`config.mk`:
```
export PLATFORM = sky130hd
export DESIGN_NAME = bridge_timeout_and_capability_regs
export DESIGN_NICKNAME = d
export VERILOG_FILES = /design/src/bridge_regs_pkg.sv /design/src/bridge_timeout_and_capability_regs.sv
export SDC_FILE = /design/constraint.sdc
export NUM_CORES = 1
export LEC_CHECK = 0
export BUFFER_PORTS_ARGS = -buffer_cell sky130_fd_sc_hd__buf_4
export CORE_MARGIN = 2
export CORE_UTILIZATION = 45
export CTS_BUF_LIST = sky130_fd_sc_hd__clkbuf_16
export CTS_CLUSTER_DIAMETER = 30
export DETAILED_ROUTE_END_ITERATION = 10
export PLACE_DENSITY_LB_ADDON = 0.05
export SETUP_SLACK_MARGIN = 0.4
export SLEW_MARGIN = 40
export SYNTH_ARGS = -nofsm -noshare
export SYNTH_HDL_FRONTEND = slang
export SYNTH_SLANG_ARGS = --single-unit
```
`constraint.sdc`:
```
create_clock -name i_clk -period 2.14 [get_ports i_clk]
set_input_delay 0.535 -clock i_clk [delete_from_list [all_inputs] [get_ports i_clk]]
set_output_delay 0.535 -clock i_clk [all_outputs]
set_load 0.005 [all_outputs]
```
`src/bridge_regs_pkg.sv`:
```
package bridge_regs_pkg;

  // ----------------------------------------
  // word offsets in configuration space
  // ----------------------------------------
  localparam logic [7:0] RETRY_OFS  = 8'h78;
  localparam logic [7:0] TMO_OFS    = 8'h80;
  localparam logic [7:0] SLOT_OFS   = 8'hb0;
  localparam logic [7:0] PMCAP_OFS  = 8'hdc;
  localparam logic [7:0] PMCTL_OFS  = 8'he0;
  localparam logic [7:0] THIRD_OFS  = 8'he4;

  // ----------------------------------------
  // values after reset
  // ----------------------------------------
  localparam logic [31:0] RETRY_RST = 32'h0100_0000;
  localparam logic [15:0] TMO_RST   = 16'h8000;
  localparam logic [4:0]  SLOT_RST  = 5'h00;
  localparam logic [7:0]  CHAS_RST  = 8'h00;

  // ----------------------------------------
  // fixed capability fields
  // ----------------------------------------
  localparam logic [7:0] ID_PM       = 8'h01;
  localparam logic [7:0] ID_SLOT     = 8'h04;
  localparam logic [7:0] ID_HOTSWAP  = 8'h06;
  localparam logic [7:0] PM_NEXT     = 8'h0b;
  localparam logic [7:0] LIST_END    = 8'h00;
  localparam logic [2:0] PM_REV      = 3'b001;
  localparam logic [15:0] PM_FEAT    = {13'h0000, PM_REV};

  // ----------------------------------------
  // field positions
  // ----------------------------------------
  localparam int ID_LSB   = 0;
  localparam int NEXT_LSB = 8;
  localparam int HI_LSB   = 16;

  // ----------------------------------------
  // types
  // ----------------------------------------
  typedef enum logic [1:0] {
    PS_D0 = 2'b00,
    PS_D3 = 2'b11
  } pstate_t;

  typedef struct packed {
    logic [15:0] down;
    logic [15:0] up;
  } timeouts_t;

  typedef struct packed {
    logic [7:0] chassis;
    logic [1:0] rsvd;
    logic       first;
    logic [4:0] slot;
  } slot_fields_t;

endpackage : bridge_regs_pkg

```
`src/bridge_timeout_and_capability_regs.sv`:
```
`timescale 1ns/1ps
// What this block does
// - retry limit: 32-bit read/write, resets to 0100_0000h
// - upstream master timeout: bits 15:0, read/write, resets to 8000h
// - downstream master timeout: bits 31:16, read/write, resets to 8000h
// - slot slot_cap_identifier reads 04h, read-only
// - slot next pointer reads 00h for the listed strap settings
// - slot number, first-in-chassis, chassis number writable; bits 23:22 zero
// - power slot_cap_identifier reads 01h
// - power capability next pointer reads 0bh
// - power management revision field reads 001
// - wake clock, aux power, init bits and bits 24:22 read zero
// - no D1, no D2, no wake support: bits 31:25 read zero
// - power state field bits 1:0, read/write, resets to D0
// - unimplemented power state write completes, field unchanged
// - D3 to D0 write resets chip, downstream reset stays inactive
// - power control bits 15:2 always read zero
// - third slot_cap_identifier reads 06h
// - third capability next pointer reads 00h, ends list
module bridge_timeout_and_capability_regs #(
  parameter logic [7:0] SLOT_NEXT_OTHER = 8'hdc
) (
  // clock and reset
  input  wire logic        i_clk,
  input  wire logic        i_rst_n,
  // avalon-mm slave
  input  wire logic [7:0]  i_address,
  input  wire logic        i_read,
  input  wire logic        i_write,
  input  wire logic [31:0] i_writedata,
  input  wire logic [3:0]  i_byteenable,
  output logic [31:0]      o_readdata,
  output logic             o_waitrequest,
  // mode strap pins
  input  wire logic        i_mode_strap_low,
  input  wire logic        i_mode_strap_high,
  // register values to the bridge core
  output logic [31:0]      o_retry_limit,
  output logic [15:0]      o_upstream_timeout,
  output logic [15:0]      o_downstream_timeout,
  output logic [1:0]       o_power_state,
  // reset requests
  output logic             o_chip_reset,
  output logic             o_downstream_reset_n
);

  // ----------------------------------------
  // parameter check
  // ----------------------------------------
  // capability pointers address whole dwords; low bits set would be misread by software
  if (SLOT_NEXT_OTHER[1:0] != 2'b00) begin : g_next_align
    $error("SLOT_NEXT_OTHER must be a multiple of 4");
  end

  // ----------------------------------------
  // strap synchronisers
  // ----------------------------------------
  // straps are board pins on no clock; only strap_q may feed logic
  logic [1:0] strap_meta_q;
  logic [1:0] strap_q;

  always_ff @(posedge i_clk) begin
    strap_meta_q <= {i_mode_strap_high, i_mode_strap_low};
    strap_q      <= strap_meta_q;
  end

  // ----------------------------------------
  // bus handshake
  // ----------------------------------------
  // every access waits one cycle so readdata can come from a flop
  logic        wait_q;
  logic [31:0] rdata_q;
  logic [31:0] rdata_d;
  logic        req;
  logic        acc_wr;
  logic [7:0]  wsel;

  assign req    = i_read | i_write;
  assign acc_wr = i_write & ~wait_q;
  assign wsel   = {i_address[7:2], 2'b00};

  always_ff @(posedge i_clk) begin
    if (!i_rst_n) begin
      wait_q <= 1'b1;
    end else if (req && wait_q) begin
      wait_q <= 1'b0;
    end else begin
      wait_q <= 1'b1;
    end
  end

  always_ff @(posedge i_clk) begin
    if (!i_rst_n) begin
      rdata_q <= 32'h0000_0000;
    end else if (i_read && wait_q) begin
      rdata_q <= rdata_d;
    end
  end

  // readdata holds until the next read, so a late sampler still sees the answer
  assign o_readdata    = rdata_q;
  assign o_waitrequest = wait_q;

  // ----------------------------------------
  // byte-lane merge
  // ----------------------------------------
  function automatic logic [31:0] merge(
    input logic [31:0] old,
    input logic [31:0] wd,
    input logic [3:0]  be
  );
    logic [31:0] r;
    r = old;
    for (int b = 0; b < 4; b++) begin
      if (be[b]) begin
        r[8*b +: 8] = wd[8*b +: 8];
      end
    end
    return r;
  endfunction : merge

  // ----------------------------------------
  // internal chip reset
  // ----------------------------------------
  // the soft reset clears this bank as well, one cycle after the write
  // the request is registered so it leaves this block free of glitches
  logic soft_q;
  logic clr;

  assign clr = ~i_rst_n | soft_q;

  // ----------------------------------------
  // retry limit and timeouts
  // ----------------------------------------
  logic [31:0]                  retry_q;
  bridge_regs_pkg::timeouts_t   tmo_q;

  always_ff @(posedge i_clk) begin
    if (clr) begin
      retry_q <= bridge_regs_pkg::RETRY_RST;
    end else if (acc_wr && wsel == bridge_regs_pkg::RETRY_OFS) begin
      retry_q <= merge(retry_q, i_writedata, i_byteenable);
    end
  end

  always_ff @(posedge i_clk) begin
    if (clr) begin
      tmo_q.up   <= bridge_regs_pkg::TMO_RST;
      tmo_q.down <= bridge_regs_pkg::TMO_RST;
    end else if (acc_wr && wsel == bridge_regs_pkg::TMO_OFS) begin
      tmo_q <= merge(tmo_q, i_writedata, i_byteenable);
    end
  end

  assign o_retry_limit        = retry_q;
  assign o_upstream_timeout   = tmo_q.up;
  assign o_downstream_timeout = tmo_q.down;

  // ----------------------------------------
  // slot identification
  // ----------------------------------------
  logic [4:0] slot_q;
  logic       first_q;
  logic [7:0] chas_q;
  logic [31:0] slot_wr;
  logic [7:0]  slot_next;

  assign slot_wr = merge(32'h0000_0000, i_writedata, i_byteenable);

  always_ff @(posedge i_clk) begin
    if (clr) begin
      slot_q  <= bridge_regs_pkg::SLOT_RST;
      first_q <= 1'b0;
    end else if (acc_wr && wsel == bridge_regs_pkg::SLOT_OFS && i_byteenable[2]) begin
      slot_q  <= slot_wr[20:16];
      first_q <= slot_wr[21];
    end
  end

  always_ff @(posedge i_clk) begin
    if (clr) begin
      chas_q <= bridge_regs_pkg::CHAS_RST;
    end else if (acc_wr && wsel == bridge_regs_pkg::SLOT_OFS && i_byteenable[3]) begin
      chas_q <= slot_wr[31:24];
    end
  end

  // strap_q[0] is the low strap, strap_q[1] the high strap
  assign slot_next = (strap_q[0] || strap_q[1]) ?
                     bridge_regs_pkg::LIST_END : SLOT_NEXT_OTHER;

  // ----------------------------------------
  // power state
  // ----------------------------------------
  bridge_regs_pkg::pstate_t ps_q;
  logic                     ps_wr;
  logic                     ps_ok;

  assign ps_wr = acc_wr && wsel == bridge_regs_pkg::PMCTL_OFS && i_byteenable[0];
  // only D0 and D3 exist; other codes are dropped
  assign ps_ok = i_writedata[1:0] == bridge_regs_pkg::PS_D0 ||
                 i_writedata[1:0] == bridge_regs_pkg::PS_D3;

  always_ff @(posedge i_clk) begin
    if (clr) begin
      ps_q <= bridge_regs_pkg::PS_D0;
    end else if (ps_wr && ps_ok) begin
      case (i_writedata[1:0])
        2'b00: begin
          ps_q <= bridge_regs_pkg::PS_D0;
        end
        2'b11: begin
          ps_q <= bridge_regs_pkg::PS_D3;
        end
        default: begin
          ps_q <= ps_q;
        end
      endcase
    end
  end

  always_ff @(posedge i_clk) begin
    if (!i_rst_n) begin
      soft_q <= 1'b0;
    end else begin
      soft_q <= ps_wr && ps_q == bridge_regs_pkg::PS_D3 &&
                i_writedata[1:0] == bridge_regs_pkg::PS_D0;
    end
  end

  // the downstream bus reset is not part of the internal chip reset
  logic dsr_q;

  always_ff @(posedge i_clk) begin
    if (!i_rst_n) begin
      dsr_q <= 1'b1;
    end else begin
      dsr_q <= 1'b1;
    end
  end

  assign o_chip_reset         = soft_q;
  assign o_downstream_reset_n = dsr_q;
  assign o_power_state        = ps_q;

  // ----------------------------------------
  // read mux
  // ----------------------------------------
  // read-only words are built from constants, so writes cannot reach them
  always_comb begin
    rdata_d = 32'h0000_0000;
    case (wsel)
      bridge_regs_pkg::RETRY_OFS: begin
        rdata_d = retry_q;
      end
      bridge_regs_pkg::TMO_OFS: begin
        rdata_d = tmo_q;
      end
      bridge_regs_pkg::SLOT_OFS: begin
        rdata_d = {chas_q, 2'b00, first_q, slot_q,
                   slot_next, bridge_regs_pkg::ID_SLOT};
      end
      bridge_regs_pkg::PMCAP_OFS: begin
        rdata_d = {bridge_regs_pkg::PM_FEAT, bridge_regs_pkg::PM_NEXT,
                   bridge_regs_pkg::ID_PM};
      end
      bridge_regs_pkg::PMCTL_OFS: begin
        rdata_d = {16'h0000, 14'h0000, ps_q};
      end
      bridge_regs_pkg::THIRD_OFS: begin
        rdata_d = {16'h0000, bridge_regs_pkg::LIST_END,
                   bridge_regs_pkg::ID_HOTSWAP};
      end
      default: begin
        rdata_d = 32'h0000_0000;
      end
    endcase
  end

  // high in the first cycle after a bus reset
  logic reset_seen_q;

  always_ff @(posedge i_clk) begin
    reset_seen_q <= ~i_rst_n;
  end
endmodule : bridge_timeout_and_capability_regs

```
# Yosys cells after proc, flatten, opt, wreduce, memory -nomap -nowiden
# Cells that the tools add are included.
[word_totals]
ff_bits = 118
word_cells = 61
input_bits = 50
out_inout_bits = 101
[classes]
muxes = 6
n_reduce_logical = 25
eq_ne = 8
n_bitwise = 5
[op_table]
columns = ["op", "count"]
rows = [
  ["$pmux 32 s6", 1],
  ["$eq 6x6->1 const B", 5],
  ["$reduce_and 2->1", 9],
  ["$mux 8", 2],
  ["$logic_and 1x1->1", 12],
  ["$eq 6x5->1 const B", 1],
  ["$mux 6", 1],
  ["$eq 2x2->1 const B", 2],
  ["$pmux 2 s2", 1],
  ["$logic_not 2->1", 1],
  ["$logic_or 1x1->1", 2],
  ["$not 1->1", 2],
  ["$or 1x1->1", 2],
  ["$reduce_bool 2->1", 1],
  ["$and 1x1->1", 1],
  ["$mux 1", 1],
]

# Logic depth before layout (Yosys ltp)
[logic_depth]
word_depth = 6
depth_mapped = 8

# Worst setup path after synthesis
# OpenSTA, ideal clock, no wires.
[synth_timing]
path_type = "input port to flip-flop"
start = "input port i_address[2]"
end = "register tmo_q, in the netlist o_downstream_timeout[15]"
setup_ns = 0.121
arrival_time_ns = 1.952
required_time_ns = 2.019
path_stages = 5
path_slack_ns = 0.067
path_cell_list = "or4b_1 buf_6 nor4_4 mux2i_1 nand2_1"
[synth_between]
elab_chain_len = 3
[synth_rtl]
columns = ["element", "line", "text"]
rows = [
  ["from (decl)", "bridge_timeout_and_capability_regs.sv:27", "input wire logic [7:0] i_address,"],
  ["$eq 6x6->1", "bridge_timeout_and_capability_regs.sv:150", "end else if (acc_wr && wsel == bridge_regs_pkg::TMO_OFS) begin"],
  ["$logic_and 1x1->1", "bridge_timeout_and_capability_regs.sv:150", ""],
  ["$reduce_and 2->1 (no source line)", "n/a", ""],
  ["to (signal assigned)", "bridge_timeout_and_capability_regs.sv:151", "tmo_q <= merge(tmo_q, i_writedata, i_byteenable);"],
  ["to (decl)", "bridge_timeout_and_capability_regs.sv:136", "bridge_regs_pkg::timeouts_t tmo_q;"],
]
# No other way between the ends.
# A chain may end at the register's enable or synchronous reset.

# Final worst setup path
[layout_timing]
start = "input port i_address[2]"
end = "register tmo_q, in the netlist o_downstream_timeout[1]"
# Same word-level chain as after synthesis.

==> results.txt <==
initial antenna violation count: 0
row count: 36
Post-synth EDFFs: 0
final wirelength: 13.09 mm
Worst-path clk slew: 0.05 ns
top-area cell type share of the netlist area: 50.72%
power density over cell area: 769.0 nW/um^2
Final ANT Viol Nets: 0
CTS sink cnt: 117
max frequency: 594.6 MHz
post-route cell area: 6565 um^2
Fin. Hold Viols: 0
Post-Synth Adder-Cell Area: 0.5419%
Syn Nets: 524
Max Slew Vio Count: 0
NumNets Final: 683
first-pass detailed-route iteration total: 5
Yosys top cell by area: dfxtp_1
All-Layer GR Usage: 23.66%
fin crit share: 78.58%
drt drc: 0
Static Leak: 2.859 nW
most frequent cells after synthesis: 117 x dfxtp_1, 79 x nor2_1, 67 x mux2i_1, 32 x o21ai_0, 24 x a21oi_1
DP Worst Slack: 0.03966 ns
CP Class: input port to register
Synth Flop Type: dfxtp_1
Compound-Gate Fraction of Synth Area: 15.25%
#FFs+latches synth: 117
CTS buffer count: 17
max_slew headroom: 63.34%
Placer Congestion: 0.7473
XOR/XNOR Fraction of Synth Area: 0%
status: finished, final reports clean
max cap viols: 0
mux cell area share after synthesis: 14.52%
Req. time, crit path: 2.41 ns
initial core utilization: 46.82%
layout cells sized above 1: 34.01%
Syn Inst Count: 472
global route overflow: 0
via count: 4,135
Syn. warnings: 0
Post-Synth Simple-Gate Area: 15.31%
Post-Route Skew: 0.01126 ns
CTS Hold Bufs: 0
I/O pin total: 151
minimum clock period: 1.682 ns
register area share after synthesis: 50.72%
top-count cell post-synth: dfxtp_1
CTS Buffer Depth: 2
TNS Setup: 0 ns
die height: 105.3 um
IO buf count: 147
core area: 9864 um^2
clock latency on the worst-skew pair: 0.41 ns
HP Class: input port to register
Layout area overhead: 42.16%
largest family of logic cells by synthesized area: simple AND/OR/NAND/NOR gates
DP Area: 6047 um^2
Final Power: 0.005048 W
Avg Inst Size Synth: 9.784 um^2
mapped cell area: 4618 um^2
unique cell type count in the Yosys netlist: 40
diode count: 0
vias in the first global route: 3,959
Avg WL per Cell: 16.85 um
CTS root buf: clkbuf_16
Resized Gates After CTS: 0
RSZ-0062 raised after global routing: false
die width: 105.3 um
routed vias/inst: 5.322
Critical Path Source Type: input port
Async SR Flop Fraction: 0%
CTS tree: yes
largest net degree at the start of global routing: 45
top cells by area, synth: dfxtp_1 51%, mux2i_1 15%, nor2_1 6.4%
endpoints failing setup: 0
worst-path maximum fanout: 8
Max H-tree Level: 4
Peak VDD IR: 0.5007 mV
hpwl dp: 8.947 mm
first-pass GRT wire length: 20.67 mm
Iter 0 DRT Violations: 156
postcts setup bufs: 0
CP endpoint kind: register
CP arrival: 1.95 ns
full die area: 11,090 um^2
Worst Max-Slew Pin Slew: 0.5473 ns
worst setup margin: 0.4583 ns
==> cell usage in the layout, fill, tap and decap left out, drive strengths merged, types with 2 or more instances in the layout <==
cell,instances
o21ai,32
clkinv,8
buf,175
a221oi,21
and4b,2
nor3,3
nand3b,2
inv,2
dfxtp,117
clkinvlp,7
ha,2
mux2i,67
nand4b,2
nand4,4
nor2b,2
nor2,79
clkbuf,17
o2bb2ai,13
a21oi,24
nand2,19
a22oi,10
nor4,2
and2,3
nand3,15
a31oi,3
==> registers in the layout (all words and copies together) (netlist names) <==
signal,flops
first_q,1
o_readdata,32
o_upstream_timeout,16
o_chip_reset,1
o_downstream_timeout,16
strap_q,2
o_retry_limit,32
o_waitrequest,1
chas_q,8
o_power_state,1
slot_q,5
strap_meta_q,2
==> report_power, final <==
group	total (W)	internal (W)	switching (W)
Sequential	0.00225	0.00223	0.0000262
Combinational	0.000368	0.000178	0.000190
Clock	0.00243	0.00145	0.000974
Total	0.00505	0.00386	0.00119
==> critical path, cell delays in order <==
cell     delay, ns
buf_4         0.11
or4b_4        0.63
nor4_4        0.23
buf_12        0.18
mux2i_1       0.20
nor2_1        0.06
==> layout make-up <==
class,count,area [um^2]
flip-flops and latches,117,2342
clock buffers,17,425.4
multi-input cells,318,2142
well taps,133,166.4
repair buffers,175,1389
inverters,2,7.507
fillers,773,3299
clock inverters,15,92.59
==> cells by family after synthesis <==
group / Yosys count
mux: 67
compound gates: 107
flops: 117
other cells: 1
fa+ha+maj: 2
buf+inv: 37
simple gates: 141
==> worst paths after layout <==
| kind | startpoint | endpoint | slack (ns) | cells after the start |
|---|---|---|---|---|
| hold / removal | i_mode_strap_high | strap_meta_q[1]$_DFF_P_ | 0.23 | 1 |
| setup / recovery | i_address[2] | o_downstream_timeout[1]$_SDFFE_PP0P_ | 0.46 | 6 |
| hold reg to reg | strap_meta_q[0]$_DFF_P_ | strap_q[0]$_DFF_P_ | 0.33 | 0 |
| setup reg to reg | o_waitrequest$_SDFF_PN1_ | o_readdata[11]$_SDFFE_PN0P_ | 0.57 | 4 |
==> metal layers <==
metal / part of all wire (%) / wire length (um) / track usage [%]
met5: 0 / 0 / 0
met4: 1.4 / 180 / 7.524
met3: 6.1 / 803 / 5.751
met2: 48 / 6317 / 38.85
met1: 44 / 5791 / 30.61
==> through the flow <==
step | util (%) | cells | hold WS, ns
6_report | 66.55 | 777 | 0.2292
5_1_grt | 66.55 | 777 | 0.2151
4_1_cts | 66.55 | 777 | 0.2224
3_5_place_dp | 61.30 | 745 | 0.3158
3_3_place_gp | 61.30 | 745 | 0.3147
2_1_floorplan | - | 472 | 0.3096
Power figures use the tool's default switching activity.
